--- src/design/slcc_pkg.sv ---
// Functional notes
// - twisted pair runs sync path at 20 kbit/s; modem mode follows modem clock; code cells are 48us, about 20.8 kbit/s
// - divide 960kHz by 48 for encoder clock and sync transmit clock; code divides a 1MHz tick (20MHz / 20) by 48
// - async divider gives 19200Hz and 9600Hz outputs; code gives 20kHz and 10kHz from its 1MHz tick
// - mux picks one async rate; drives both async transmit and receive clocks
// - async adapter divides picked clock by 16 or 64: four rates
// - encoder turns clock-aligned data into dc-free transition-rich stream
// - receive clock from loadable down counter plus divider, nominally encoder rate
// - down counter reloads preset on carry then keeps decrementing
// - stream transition pulse reloads counter and resets divider to lock
// - decoder outputs high for encoded ones, low for zeros; clock at 20kHz; code about 20.8kHz (48us cells)
// - constant one gives 100us square wave; constant zero halves period; code gives 96us and 48us
// - diagnostic mode loops encoder output into decoder instead of receiver
// - read/write high reads, low writes; with register select picks register
// - async adapter data lines undriven unless addressed
// - adapter interrupts active low, open-collector for wire-OR
// - active-low host reset clears sync transmit and receive sections
// - sync adapter responds only while its select is low
// - sync adapter shifts tx on transmit clock, samples rx on receive clock
// - self-test pulses modem and dialler outputs about once per second
// - terminal-ready button held in self-test holds DTR low; modem control pulses continue
// - diagnostic mode after power-up feeds encoder a continuous one
`default_nettype none
package slcc_pkg;
   localparam int unsigned CLK_HZ      = 20_000_000;
   localparam int unsigned SYS_HZ      = 960_000;
   // system tick every 20 clocks of the 20MHz clock (1MHz, SYS_DIV rounds 20.8 down)
   localparam int unsigned SYS_DIV     = CLK_HZ / SYS_HZ;
   localparam logic [4:0]  SYS_DIV_M1  = 5'(SYS_DIV - 1);
   localparam int unsigned ENC_DIV     = 48;
   localparam logic [5:0]  ENC_DIV_M1  = 6'(ENC_DIV - 1);
   // receive: down counter 0..11, divider by 4 -> 48 ticks per cell
   localparam logic [3:0]  RX_PRESET   = 4'hB;
   localparam logic [1:0]  RX_DIV_M1   = 2'h3;
   localparam logic [5:0]  ASYNC_HI_M1 = 6'(SYS_HZ / 19200 - 1);
   localparam logic [6:0]  ASYNC_LO_M1 = 7'(SYS_HZ / 9600 - 1);
   localparam logic [19:0] SEC_TICKS   = 20'hF423F;
   localparam logic [1:0]  REG_COUNT   = 2'h2;
   typedef enum logic [1:0] {SLCC_TWISTED, SLCC_MODEM,
                             SLCC_DIAG, SLCC_SELFTEST} slcc_mode_e;
endpackage : slcc_pkg
`default_nettype wire

--- src/design/slcc_rx_recover.sv ---
`default_nettype none
module slcc_rx_recover (
   input  wire logic clk,
   input  wire logic rst,
   input  wire logic sys_tick,
   input  wire logic line_in,
   output logic      rx_clk_out,
   output logic      rx_bit_stb,
   output logic      rx_data
);
   logic [3:0] dcnt, next_dcnt;
   logic [1:0] div, next_div;
   logic       prev_in, next_prev_in;
   logic       sync_pulse;
   logic       next_rx_data;
   logic       mid_ok, next_mid_ok;
   logic       mid_seen, next_mid_seen;

   assign sync_pulse = sys_tick && (line_in != prev_in) && !mid_ok;

   always_comb begin
      next_dcnt    = dcnt;
      next_div     = div;
      next_prev_in = prev_in;
      next_rx_data = rx_data;
      next_mid_ok  = mid_ok;
      rx_bit_stb   = 1'b0;
      if (sys_tick) begin
         next_prev_in = line_in;
         if (sync_pulse) begin
            next_dcnt   = slcc_pkg::RX_PRESET;
            next_div    = '0;
            next_mid_ok = 1'b1;
         end else if (dcnt == 4'h0) begin
            next_dcnt = slcc_pkg::RX_PRESET;
            next_div  = div + 2'h1;
            if (div == 2'h2) begin
               // mid window shut: an edge inside it marks a zero
               next_rx_data = !mid_seen;
               rx_bit_stb   = 1'b1;
               next_mid_ok  = 1'b0;
            end
         end else begin
            next_dcnt = dcnt - 4'h1;
         end
      end
   end

   // edge inside the mid window marks a zero
   always_comb begin
      next_mid_seen = mid_seen;
      if (sys_tick) begin
         if (sync_pulse)
            next_mid_seen = 1'b0;
         else if ((line_in != prev_in) && mid_ok)
            next_mid_seen = 1'b1;
      end
   end

   always_ff @(posedge clk) begin
      if (rst) begin
         dcnt     <= slcc_pkg::RX_PRESET;
         div      <= '0;
         prev_in  <= 1'b0;
         rx_data  <= 1'b1;
         mid_ok   <= 1'b0;
         mid_seen <= 1'b0;
      end else begin
         dcnt     <= next_dcnt;
         div      <= next_div;
         prev_in  <= next_prev_in;
         rx_data  <= next_rx_data;
         mid_ok   <= next_mid_ok;
         mid_seen <= next_mid_seen;
      end
   end

   assign rx_clk_out = div[1];

   a_rx_reload: assert property (@(posedge clk) disable iff (rst)
      sync_pulse |=> dcnt == slcc_pkg::RX_PRESET && div == 2'h0)
      else $error("counter not reloaded on sync");
endmodule // slcc_rx_recover
`default_nettype wire

--- src/design/slcc_codec.sv ---
`default_nettype none
module slcc_codec (
   input  wire logic                 clk,
   input  wire logic                 rst,
   input  wire slcc_pkg::slcc_mode_e mode,
   input  wire logic                 modem_tx_clk,
   input  wire logic                 modem_rx_clk,
   input  wire logic                 async_rate_sel,
   input  wire logic                 async_div64,
   input  wire logic                 tx_data,
   input  wire logic                 line_rx,
   input  wire logic                 dtr_button,
   input  wire logic                 cpu_reset_n,
   input  wire logic                 sync_sel_n,
   input  wire logic                 async_sel,
   input  wire logic                 cpu_rw,
   input  wire logic                 cpu_reg_sel,
   input  wire logic [7:0]           cpu_wdata,
   input  wire logic                 sync_irq_req,
   input  wire logic                 async_irq_req,
   output logic [7:0]                cpu_rdata,
   output logic                      cpu_data_oe,
   output logic                      sync_irq_n_oe,
   output logic                      async_irq_n_oe,
   output logic                      line_tx,
   output logic                      encoder_clk,
   output logic                      sync_tx_clk,
   output logic                      sync_rx_clk,
   output logic                      async_clk,
   output logic                      async_bit_stb,
   output logic                      sync_rx_data,
   output logic                      sync_rx_stb,
   output logic                      dtr,
   output logic                      modem_ctl_pulse
);
   ////////////////////////////////////////////////////////////////////
   logic [4:0]  sdiv, next_sdiv;
   logic        sys_tick;
   logic [5:0]  ediv, next_ediv;
   logic        enc_half;
   logic [5:0]  ahi, next_ahi;
   logic [6:0]  alo, next_alo;
   logic        clk19, next_clk19, clk96, next_clk96;
   logic [5:0]  apre, next_apre;
   logic        cur_bit, next_cur_bit, line, next_line;
   logic [19:0] sec, next_sec;
   logic        rec_clk, rec_stb, rec_data;
   logic        dec_in;
   logic [7:0]  sreg [slcc_pkg::REG_COUNT];
   logic [7:0]  next_sreg [slcc_pkg::REG_COUNT];
   logic        tx_sh, next_tx_sh, rx_sh, next_rx_sh;
   logic        enc_bit_stb;

   assign sys_tick = (sdiv == slcc_pkg::SYS_DIV_M1);
   assign enc_bit_stb = sys_tick && ediv == slcc_pkg::ENC_DIV_M1;
   assign enc_half = sys_tick && ediv == 6'(slcc_pkg::ENC_DIV / 2 - 1);

   always_comb begin
      next_sdiv  = sys_tick ? 5'h00 : sdiv + 5'h01;
      next_ediv  = ediv;
      next_ahi   = ahi;
      next_alo   = alo;
      next_clk19 = clk19;
      next_clk96 = clk96;
      next_sec   = sec;
      if (sys_tick) begin
         next_ediv = enc_bit_stb ? 6'h00 : ediv + 6'h01;
         if (ahi == slcc_pkg::ASYNC_HI_M1) begin
            next_ahi   = 6'h00;
            next_clk19 = 1'b1;
         end else begin
            next_ahi   = ahi + 6'h01;
            next_clk19 = 1'b0;
         end
         if (alo == slcc_pkg::ASYNC_LO_M1) begin
            next_alo   = 7'h00;
            next_clk96 = 1'b1;
         end else begin
            next_alo   = alo + 7'h01;
            next_clk96 = 1'b0;
         end
         next_sec = (sec == slcc_pkg::SEC_TICKS) ? 20'h0 : sec + 20'h1;
      end else begin
         next_clk19 = 1'b0;
         next_clk96 = 1'b0;
      end
   end

   // async picked rate, then by 16 or 64 inside the adapter
   assign async_clk = async_rate_sel ? clk19 : clk96;
   always_comb begin
      next_apre     = apre;
      async_bit_stb = 1'b0;
      if (async_clk) begin
         if (apre == (async_div64 ? 6'h3F : 6'h0F)) begin
            next_apre     = 6'h00;
            async_bit_stb = 1'b1;
         end else begin
            next_apre = apre + 6'h01;
         end
      end
   end

   ////////////////////////////////////////////////////////////////////
   // line encoder: biphase cells of 48 ticks, 48us at the 20MHz clock
   always_comb begin
      next_cur_bit = cur_bit;
      next_line    = line;
      if (enc_bit_stb) begin
         next_cur_bit = (mode == slcc_pkg::SLCC_DIAG) ? 1'b1 : tx_data;
         next_line    = !line;
      end else if (enc_half && !cur_bit) begin
         next_line = !line;
      end
   end
   assign line_tx     = line;
   assign encoder_clk = ediv < 6'(slcc_pkg::ENC_DIV / 2);
   assign sync_tx_clk = (mode == slcc_pkg::SLCC_MODEM) ? modem_tx_clk
                                                       : enc_bit_stb;
   assign dec_in = (mode == slcc_pkg::SLCC_DIAG) ? line : line_rx;

   slcc_rx_recover u_rx (
      .clk        (clk),
      .sys_tick   (sys_tick),
      .rst        (rst),
      .line_in    (dec_in),
      .rx_clk_out (rec_clk),
      .rx_bit_stb (rec_stb),
      .rx_data    (rec_data)
   );
   assign sync_rx_clk  = (mode == slcc_pkg::SLCC_MODEM) ? modem_rx_clk
                                                        : rec_stb;
   assign sync_rx_data = rec_data;
   assign sync_rx_stb  = rec_stb;

   ////////////////////////////////////////////////////////////////////
   // adapter shift stages and processor side
   always_comb begin
      next_tx_sh = tx_sh;
      next_rx_sh = rx_sh;
      for (int i = 0; i < 2; i++) next_sreg[i] = sreg[i];
      if (sync_tx_clk) next_tx_sh = tx_data;
      if (sync_rx_clk) next_rx_sh = rec_data;
      if (!sync_sel_n && !cpu_rw)
         next_sreg[cpu_reg_sel] = cpu_wdata;
      if (!cpu_reset_n) begin
         next_tx_sh = 1'b0;
         next_rx_sh = 1'b0;
      end
   end
   assign cpu_data_oe = cpu_rw && (!sync_sel_n || async_sel);
   assign cpu_rdata   = !sync_sel_n ? sreg[cpu_reg_sel] : 8'h00;
   assign sync_irq_n_oe  = sync_irq_req;
   assign async_irq_n_oe = async_irq_req;

   logic pulse_win;
   assign pulse_win = (mode == slcc_pkg::SLCC_SELFTEST) && sec < 20'h00010;
   assign modem_ctl_pulse = pulse_win;
   assign dtr = pulse_win && !dtr_button;

   always_ff @(posedge clk) begin
      if (rst) begin
         sdiv    <= '0;
         ediv    <= '0;
         ahi     <= '0;
         alo     <= '0;
         clk19   <= 1'b0;
         clk96   <= 1'b0;
         apre    <= '0;
         cur_bit <= 1'b1;
         line    <= 1'b0;
         sec     <= '0;
         tx_sh   <= 1'b0;
         rx_sh   <= 1'b0;
         sreg[0] <= 8'h00;
         sreg[1] <= 8'h00;
      end else begin
         sdiv    <= next_sdiv;
         ediv    <= next_ediv;
         ahi     <= next_ahi;
         alo     <= next_alo;
         clk19   <= next_clk19;
         clk96   <= next_clk96;
         apre    <= next_apre;
         cur_bit <= next_cur_bit;
         line    <= next_line;
         sec     <= next_sec;
         tx_sh   <= next_tx_sh;
         rx_sh   <= next_rx_sh;
         sreg[0] <= next_sreg[0];
         sreg[1] <= next_sreg[1];
      end
   end

   // clocks since the last cell start, for the cell-length check
   logic [9:0] cell_cnt, next_cell_cnt;
   logic       cell_seen, next_cell_seen;
   always_comb begin
      next_cell_cnt  = enc_bit_stb ? 10'h000 : cell_cnt + 10'h001;
      next_cell_seen = cell_seen || enc_bit_stb;
   end
   always_ff @(posedge clk) begin
      if (rst) begin
         cell_cnt  <= '0;
         cell_seen <= 1'b0;
      end else begin
         cell_cnt  <= next_cell_cnt;
         cell_seen <= next_cell_seen;
      end
   end

   a_enc_period: assert property (@(posedge clk) disable iff (rst)
      enc_bit_stb && cell_seen |->
      cell_cnt == 10'(slcc_pkg::ENC_DIV * slcc_pkg::SYS_DIV - 1))
      else $error("encoder cell not 48 ticks");
   a_diag_loop: assert property (@(posedge clk) disable iff (rst)
      mode == slcc_pkg::SLCC_DIAG |-> dec_in == line)
      else $error("loopback not routed");
   a_dtr_held: assert property (@(posedge clk) disable iff (rst)
      dtr_button |-> !dtr)
      else $error("dtr pulsed while button held");
   a_bus_float: assert property (@(posedge clk) disable iff (rst)
      sync_sel_n && !async_sel |-> !cpu_data_oe)
      else $error("data driven unaddressed");
   a_one_edges: assert property (@(posedge clk) disable iff (rst)
      enc_half && cur_bit |=> $stable(line))
      else $error("mid edge for one");
   a_zero_edge: assert property (@(posedge clk) disable iff (rst)
      enc_half && !cur_bit |=> line != $past(line))
      else $error("no mid edge for zero");
   a_async_mux: assert property (@(posedge clk) disable iff (rst)
      async_rate_sel |-> async_clk == clk19)
      else $error("async mux wrong");
   a_sync_reset: assert property (@(posedge clk) disable iff (rst)
      !cpu_reset_n |=> !tx_sh && !rx_sh)
      else $error("sync sections not cleared");
   c_rx_bit: cover property (@(posedge clk) rec_stb);
   c_selftest: cover property (@(posedge clk) pulse_win);
   c_async: cover property (@(posedge clk) async_bit_stb);
   c_rec_clk: cover property (@(posedge clk) $rose(rec_clk));
endmodule // slcc_codec
`default_nettype wire

--- config.mk ---
export PLATFORM = sky130hd
export DESIGN_NAME = slcc_codec
export DESIGN_NICKNAME = d
export VERILOG_FILES = /design/src/design/slcc_pkg.sv /design/src/design/slcc_rx_recover.sv /design/src/design/slcc_codec.sv
export SDC_FILE = /design/constraint.sdc
export NUM_CORES = 1
export LEC_CHECK = 0
export ABC_AREA = 1
export BUFFER_PORTS_ARGS = -buffer_cell sky130_fd_sc_hd__buf_2
export CAP_MARGIN = 30
export CORE_ASPECT_RATIO = 2
export CORE_MARGIN = 2
export CORE_UTILIZATION = 50
export DETAILED_ROUTE_END_ITERATION = 10
export HOLD_SLACK_MARGIN = 0.12
export PLACE_DENSITY = 0.73
export REMOVE_ABC_BUFFERS = 1
export SLEW_MARGIN = 20
export SYNTH_ARGS = -nofsm -noshare
export SYNTH_HDL_FRONTEND = slang
export SYNTH_SLANG_ARGS = --single-unit
--- constraint.sdc ---
create_clock -name clk -period 1.4 [get_ports clk]
set_input_delay 0.14 -clock clk [delete_from_list [all_inputs] [get_ports clk]]
set_output_delay 0.14 -clock clk [all_outputs]
set_load 0.02 [all_outputs]
==> summary.txt, run 1 <==
Status: finished, violations left
Failing checks: negative setup slack
GRT met1 Usage: 28.3%
Routed Antenna Nets: 0
Post-synthesis cell area: 0.00384 mm2
CP startpoint: sdiv[0]
Post-synth EDFFs: 0
# IOs: 47
Final Hold Viols: 0
Simple-Gate Fraction of Synth Area: 33.6%
Post-Synth Adder-Cell Area: 3.26%
Core area: 0.00749 mm2
Layout cells sized above 1: 37.9%
Drt first pass iters: 5
First-pass GRT wire length: 16100 um
Synth async-reset ratio: 0%
Most frequent cells in the layout: nand2_1, nor2_1, dfxtp_1
Main synth FF type: dfxtp_1
Distinct cells, synth: 36
Largest net degree at the start of global routing: 27
Buf+Inv Stages, Crit Path: 3
Avg Synthesized Cell Area: 7.05 um2
Setup slack after layout: -0.470 ns
Synth area leader: dfxtp_1
Final design utilization: 77.3%
Clk Latency, worst-skew pair: 0.34 ns
Worst EP arrival: 1.73 ns
Yosys top cell area share: 41.7%
Ant. Diodes: 0
Max Cap Viol: 0
Die Ht: 128 um
Clk Tree Root Cell: clkbuf_16
Final Setup Violations: 63
Drt via density: 5.33
PwrDens: 890 mW/mm2
Crit-path cells: ha_4, nand2_4, nor2_4, buf_6, nand4_4, nand2_2, inv_2, nand2_4, o21ai_1, buf_2
Actual slew at the worst max-slew pin: 0.438 ns
Hold Crit Class: input port to flop
Worst Skew: 0.00950 ns
GR met2 Demand/Resource: 43.0%
Critical path endpoint category: output pin
Main combinational cell family by area after synthesis: simple AND/OR/NAND/NOR gates
Period utilization: 134%
Routed WL: 11600 um
Leak: 2.52 nW
Rows: 45
CP startpoint kind: flop
I/O Buffers: 41
Synth top area cells: dfxtp_1, nand2_1, nor2_1
Yosys reg bits: 80
Initial DRC Count: 300
Post-synthesis mux area share: 0%
DRC: 0
Final min period: 1.87 ns
Most common library cell in the layout ignoring fill and taps: nand2_1
Post-synthesis cell count: 544
Initial antenna violation count: 0
XOR/XNOR Fraction of Synth Area: 2.74%
Reg clk slew, reported paths: 0.06 ns
CTS sink count: 80
H-tree depth: 3
Worst path slowest cell: dfxtp_2
Total grt overflow: 0
YS warnings: 0
Crit-path max cell delay: 0.35 ns
Delay-heaviest family, CP: simple AND/OR/NAND/NOR gates
Vias: 4147
Crit path max fanout: 4
RSZ-0062 raised after global routing: true
Synthesis-to-finish area growth: 50.9%
Number of global-route vias before repair: 3728
Initial Utilization: 51.2%
Die area: 0.00843 mm2
TritonCTS clock tree: built
Max Freq: 535 MHz
Final HPWL DP: 6400 um
Sequential share of the synthesized area: 41.7%
Rel. slew slack: 70.7%
CP most frequent cell: nand2_4
Tot GR Track Use: 24.3%
CTS max path bufs: 2
Critical Path RT: 1.26 ns
VDD IR max: 0.974 mV
Hold path startpoint: line_rx
Count of final max-slew check failures: 0
Compound-Gate Fraction of Synth Area: 9.85%
Final instance area: 0.00579 mm2
FF-to-FF Start: sdiv[0]
WL/cell: 14.9 um
Die width: 65.9 um
Busiest grt layer: met2
Final layout net count: 716
Gpl congestion: 0.875
TritonCTS buffer count: 9
CP Class: flop to output pin
Dpl cell area: 0.00452 mm2
Total chip power: 5.15 mW
GR Util met3: 3.95%
## power breakdown
group / internal [mW] / total [mW] / switching, mW / leakage [nW]
clock network: 1.51 / 2.43 / 0.923 / 0.154
logic: 0.165 / 0.381 / 0.216 / 1.72
registers: 2.31 / 2.34 / 0.0236 / 0.650
## cells in the mapped netlist, types with 3 or more instances
cell      number
nand2_2        3
dfxtp_1       80
o21ai_0       34
nor3_1        19
a21oi_1       26
buf_2          4
nor2_2         3
clkbuf_1       5
xnor2_1        4
nand3_1       32
and3_1         4
nor3b_1        5
xor2_1         8
nor2_1        95
nand4_1        8
a31oi_1        3
ha_1          10
inv_1         71
nand2_1      104
nor2_4         4
## cell families (layout without fill, tap and decap cells)
family / count (synthesis) / after routing
AO/OA/AOI/OAI: 71 / 71
XOR/XNOR: 12 / 12
adder cells (fa/ha/maj): 10 / 10
buffers and inverters: 85 / 225
flip-flops: 80 / 80
AND/OR/NAND/NOR: 286 / 286
## registers in the layout (all words and copies together), names as in the netlist
| register | flops |
|---|---|
| u_rx.div | 2 |
| line_tx | 1 |
| clk19 | 1 |
| sreg | 16 |
| sec | 20 |
| clk96 | 1 |
| ediv | 6 |
| apre | 6 |
| cur_bit | 1 |
| sdiv | 5 |
| u_rx.rx_data | 1 |
| u_rx.dcnt | 4 |
| u_rx.mid_seen | 1 |
| u_rx.mid_ok | 1 |
| ahi | 6 |
| u_rx.prev_in | 1 |
| alo | 7 |
## metrics by stage
step / worst slack (ns) / TNS, ns / hold WS (ns) / instances
2_1_floorplan: -0.573 / -8.15 / 0.209 / 532
3_3_place_gp: -0.222 / -7.29 / 0.280 / 720
6_report: -0.470 / -15.96 / 0.155 / 778
3_5_place_dp: -0.263 / -9.77 / 0.280 / 720
4_1_cts: -0.460 / -9.84 / 0.151 / 762
5_1_grt: -0.548 / -19.77 / 0.179 / 778
## final cells by class
cell class	count	area [um2]
well taps	94	118
clock buffers	12	267
multi-input cells	379	2360
repair buffers	137	1110
flip-flops and latches	80	1610
inverters	73	284
clock inverters	3	40.0
fillers	463	1700
## worst min-delay path, delay by kind of cell
| kind | cells | cell delay, ns |
|---|---|---|
| AND/OR/NAND/NOR | 2 | 0.16 |
| AO/OA/AOI/OAI | 1 | 0.05 |
| buffers and inverters | 2 | 0.12 |
## timing repair
action	4_1_cts	5_1_grt
pin swaps	29	39
resized for setup	84	98
setup buffers	19	20
setup endpoints to repair	65	66
hold endpoints to repair	16	0
hold buffers	9	0
## layer usage
layer  vias up  share of wire (%)
met2       129                 53
met5         -                  0
met3        39                3.2
met4         0                4.2
li1       2014                  -
met1      1965                 39
## final timing paths
kind / cells after the start / end / slack [ns]
worst max register to register: 14 / line_tx / -0.42
worst max-delay path: 10 / sync_rx_clk / -0.47
worst min register to register: 2 / u_rx.rx_data / 0.45
worst min-delay path: 5 / u_rx.prev_in / 0.15
Note: power is estimated with default switching activity, not from simulation.
==> run 2: changes to the inputs <==
- ABC_AREA: 1 -> default
==> run 2 against run 1 <==
Effect of this change: non-clock buffer count up 27; first-iteration DRC count down 33%; critical path type is now flop to flop; the run still ends with negative setup slack left; final area up 3.0%; wire length up 5.9%; critical path depth down 1; hold slack worse by 0.0019 ns; power down 6.7%; via count down 8.3%; utilization up 4.8 points.
==> summary.txt, run 2 <==
PwrDens: 806 mW/mm2
Post-route insts no fill: 681
Internal: 3.72 mW
DRC: 0
Synth top area cells: dfxtp_1, nor2_1, mux2i_1
Reg clk slew, reported paths: 0.06 ns
Die Ht: 126 um
Clk Tree Root Cell: clkbuf_16
Number of global-route vias before repair: 3873
Drt first pass iters: 4
Post-synthesis cell area: 0.00374 mm2
# IOs: 47
Vias: 3801
Final HPWL DP: 6340 um
Dpl cell area: 0.00457 mm2
Clk Latency, worst-skew pair: 0.34 ns
Worst EP arrival: 2.28 ns
Period utilization: 147%
Busiest grt layer: met2
Top-count cell post-synth: nor2_1
I/O Buffers: 41
Fillers: 404
Crit-path max cell delay: 0.48 ns
CP most frequent cell: buf_6
Failing checks: negative setup slack
WL/cell: 18.1 um
Setup slack after layout: -0.660 ns
Clk pwr share: 43.9%
Critical Path RT: 1.62 ns
Rows: 44
Main synth FF type: dfxtp_1
TritonCTS clock tree: built
Drt via density: 5.58
Total grt overflow: 0
Final Hold Viols: 0
VDD IR max: 0.823 mV
Power share of the combinational group: 7.8%
Placed Cells: 621
Area of the multi-input gates: 0.00257 mm2
Yosys top cell area share: 42.8%
Critical path endpoint category: flop
Delay-heaviest family, CP: buffers and inverters
Buf+Inv Stages, Crit Path: 4
Worst hold margin: 0.153 ns
Avg Synthesized Cell Area: 8.75 um2
Initial antenna violation count: 0
Synth top cells by count: nor2_1, dfxtp_1, nand2_1
RSZ-0062 raised after global routing: true
Die area: 0.00824 mm2
GR met2 Demand/Resource: 50.6%
CTS max path bufs: 2
Die width: 65.2 um
Core area: 0.00727 mm2
Largest net degree at the start of global routing: 25
Most frequent cells in the layout: buf_4, dfxtp_1, nor2_1
Final min period: 2.06 ns
Final instance area: 0.00597 mm2
Status: finished, violations left
Reg2reg path depth: 9
GRT met1 Usage: 24.0%
Yosys reg bits: 80
Max Freq: 485 MHz
Number of flip-flops in the largest register: 20
TritonCTS buffer count: 9
First-pass GRT wire length: 16900 um
Final layout net count: 622
Worst path slowest cell: dfxtp_1
Crit path max fanout: 6
Routed Antenna Nets: 0
Actual slew at the worst max-slew pin: 0.505 ns
Routed WL: 12300 um
GR Util met3: 5.67%
Largest regs: sec (20), sreg (16), alo (7)
CP startpoint kind: flop
Crit-path cells: and4bb_2, buf_6, buf_6, buf_6, and2_4, mux2i_1, buf_4, mux2i_1, nor2_1
Register Area: 0.00161 mm2
H-tree depth: 3
CP Class: flop to flop
Hold Crit Class: input port to flop
Synthesis-to-finish area growth: 59.3%
Biggest register: sec
YS warnings: 0
Synth area leader: dfxtp_1
Ant. Diodes: 0
Rel. slew slack: 66.1%
Leak: 2.55 nW
CTS sink count: 80
Distinct cells, synth: 52
Sequential power share: 48.2%
Final Setup Violations: 61
Synth async-reset ratio: 0%
Initial Utilization: 51.5%
Post-synth EDFFs: 0
Most common library cell in the layout ignoring fill and taps: buf_4
Crit path depth: 9
Sequential share of the synthesized area: 42.8%
Layout cells sized above 1: 46.3%
Count of final max-slew check failures: 0
Worst Skew: 0.00776 ns
Tot GR Track Use: 26.3%
WHS Path Cells: 4
Gpl congestion: 0.815
Worst slack at placement: -0.446 ns
P_sw: 1.09 mW
Initial DRC Count: 201
Max Cap Viol: 0
Net Sw Frac: 22.7%
Post-synthesis cell count: 428
run 2: per-stage QoR:
| step | utilization, % | power, mW | TNS (ns) |
|---|---|---|---|
| floorplan | - | 2.48 | -33.09 |
| global placement | 62.9 | 2.61 | -11.89 |
| detailed placement | 62.9 | 2.62 | -13.42 |
| CTS | 75.6 | 4.73 | -15.73 |
| global route | 82.1 | 4.95 | -23.97 |
| finish | 82.1 | 4.81 | -21.07 |
run 2: worst paths after layout:
kind           start       endpoint  slack (ns)
min reg2reg   alo[6]         alo[6]        0.48
max reg2reg  sdiv[2]  u_rx.mid_seen       -0.66
min          tx_data        cur_bit        0.15
max          sdiv[2]  u_rx.mid_seen       -0.66
run 2: logic make-up (layout without fill, tap and decap cells):
kind of cell    after synthesis  count (layout)  share of synthesized area [%]
xor+xnor                     33              33                           7.72
compound gates               38              38                           6.21
fa+ha+maj                    10              10                           3.34
flops                        80              80                           42.8
mux                          36              36                           9.96
simple gates                205             205                           26.9
buf+inv                      26             187                           3.11
run 2: per-layer routing:
layer / vias to the layer above / wire length (um)
met5: - / 0
met1: 1872 / 4440
met2: 102 / 7040
li1: 1792 / -
met4: 0 / 420
met3: 35 / 418
run 2: worst reg2reg max path: cells and delay by family (launching register included):
family / cells / cell delay [ns]
DFF: 1 / 0.48
and+or+nand+nor: 3 / 0.50
muxes: 2 / 0.40
buffers and inverters: 4 / 0.55
run 2: timing repair:
item,in CTS,in global routing
cloned,2,1
hold buffers,9,0
setup buffers,22,21
endpoints found under the hold margin,18,0
endpoints found under the setup margin,51,62
pin swaps,49,51
gates resized for setup,93,97
run 2: power by group through the flow:
stage          sequential, mW  combinational [mW]  clock (mW)
2_1_floorplan            2.36               0.117           0
3_3_place_gp             2.36               0.247           0
3_5_place_dp             2.36               0.255           0
4_1_cts                  2.32               0.315        2.10
5_1_grt                  2.32               0.396        2.24
6_report                 2.32               0.377        2.11
run 2: cell type report:
cell class,count,area share [%]
well taps,92,1.93
clock buffers,13,4.19
repair buffers,164,23.2
inverters,9,0.566
flip-flops and latches,80,27.0
clock inverters,1,0.0839
multi-input cells,322,43.0
==> run 3: changes to the inputs <==
- ABC_AREA: default -> 1
- SETUP_SLACK_MARGIN: default -> 0.05
==> run 3 against run 2 <==
Effect of this change: the flow still finishes with violations (negative setup slack); critical endpoint is now sync_tx_clk; clock-buffer cell count fell by 1; highest routed layer unchanged; critical path type is now flop to output pin; clock skew rose by 0.0015 ns; global-route usage decreased by 1.9 points; flip-flop and latch count is the same; sequential power about the same; utilization is 5.6 points lower; power grew 6.4%; fmax rose by 9.8%; non-clock buffer count is 29 lower.
==> summary.txt, run 3 (synthesis results as in run 1) <==
Layout cells sized above 1: 36.8%
Worst EP arrival: 1.74 ns
CTS sink count: 80
Worst Skew: 0.00928 ns
CP startpoint kind: flop
Crit path max fanout: 3
DRC: 0
I/O Buffers: 41
Fillers: 470
Initial Utilization: 51.2%
Count of final max-slew check failures: 0
# IOs: 47
Period utilization: 134%
Critical path endpoint category: output pin
Final layout net count: 714
PwrDens: 892 mW/mm2
Drt via density: 5.25
Final Hold Viols: 0
Actual slew at the worst max-slew pin: 0.429 ns
RSZ-0062 raised after global routing: true
Routed Antenna Nets: 0
Largest regs: sec (20), sreg (16), alo (7)
Initial DRC Count: 251
Max Freq: 533 MHz
Final Setup Violations: 63
Worst slack at placement: -0.263 ns
Core area: 0.00749 mm2
CP Class: flop to output pin
Gpl congestion: 0.875
Die width: 65.9 um
VDD IR max: 0.969 mV
Hold Crit Class: input port to flop
Clk Tree Root Cell: clkbuf_16
Die Ht: 128 um
H-tree depth: 3
Most frequent cells in the layout: nand2_1, nor2_1, dfxtp_1
Max Cap Viol: 0
Final design utilization: 76.5%
First-pass GRT wire length: 16100 um
Most common library cell in the layout ignoring fill and taps: nand2_1
Drt first pass iters: 4
Synthesis-to-finish area growth: 49.4%
Number of global-route vias before repair: 3758
Clk Latency, worst-skew pair: 0.34 ns
WL/cell: 14.4 um
Vias: 4077
Final min period: 1.88 ns
Crit-path cells: ha_4, nand2_4, nor2_4, buf_6, nand3_4, nor2_4, nand3_4, o21ai_2, buf_6
TritonCTS clock tree: built
Leak: 2.49 nW
Final HPWL DP: 6400 um
Reg clk slew, reported paths: 0.06 ns
TritonCTS buffer count: 9
Status: finished, violations left
CTS max path bufs: 2
Setup slack after layout: -0.477 ns
Rel. slew slack: 71.4%
Die area: 0.00843 mm2
Largest net degree at the start of global routing: 27
Initial antenna violation count: 0
Tot GR Track Use: 24.4%
Routed WL: 11200 um
Biggest register: sec
Crit-path max cell delay: 0.35 ns
Worst path slowest cell: dfxtp_2
Ant. Diodes: 0
Failing checks: negative setup slack
Total grt overflow: 0
Number of flip-flops in the largest register: 20
Critical Path RT: 1.26 ns
Rows: 45
[run 3: final cells by class]
cell class | instances | area [um2] | area share [%]
clock buffer | 12 | 267 | 4.65
clock inverter | 3 | 40.0 | 0.699
inverter | 73 | 282 | 4.91
multi-input combinational | 379 | 2330 | 40.7
sequential | 80 | 1610 | 28.1
tap | 94 | 118 | 2.05
timing repair buffer | 135 | 1080 | 18.9
[run 3: layer usage]
layer  up-vias  share of wire [%]  track usage, %
met5         -                  0               0
met4         0                2.8            10.7
met3        26                3.1            3.95
met2        81                 55            43.4
met1      1959                 39            27.9
li1       2011                  -               -
[run 3: report_power, final]
| part | switching, mW | leakage (nW) | internal (mW) | total (mW) |
|---|---|---|---|---|
| registers | 0.0231 | 0.650 | 2.32 | 2.34 |
| logic | 0.210 | 1.69 | 0.165 | 0.375 |
| clock network | 0.893 | 0.154 | 1.51 | 2.40 |
[run 3: final timing paths]
path / start / end / slack [ns] / depth (start not counted)
max reg2reg: sdiv[1] / line_tx / -0.44 / 14
min: line_rx / u_rx.prev_in / 0.17 / 5
max: sdiv[1] / sync_tx_clk / -0.48 / 9
min reg2reg: u_rx.rx_data / u_rx.rx_data / 0.45 / 2
[run 3: timing repair]
| item | CTS | global route |
|---|---|---|
| setup buffers | 20 | 16 |
| hold buffers | 9 | 0 |
| endpoints found under the hold margin | 16 | 0 |
| pin swaps | 29 | 33 |
| endpoints found under the setup margin | 68 | 68 |
| gates cloned | 0 | 0 |
| gates resized for setup | 88 | 85 |
[run 3: worst max-delay path: cells and delay by family (launching register included)]
kind                       cells  cell delay (ns)
and+or+nand+nor                5             0.51
DFF                            1             0.35
buffers and inverters          2             0.25
AOI/OAI and AO/OA              1             0.14
adders and majority gates      1             0.15
[run 3: per-stage QoR]
stage	total power [mW]	TNS [ns]	hold slack, ns	instance area, um2	instances
after global routing	5.26	-19.76	0.171	5730	776
final	5.12	-15.49	0.172	5730	776
after detailed placement	2.67	-9.77	0.280	4520	720
after floorplan	2.52	-8.15	0.209	3770	532
after CTS	5.11	-9.88	0.151	5340	763
after global placement	2.66	-7.29	0.280	4520	720
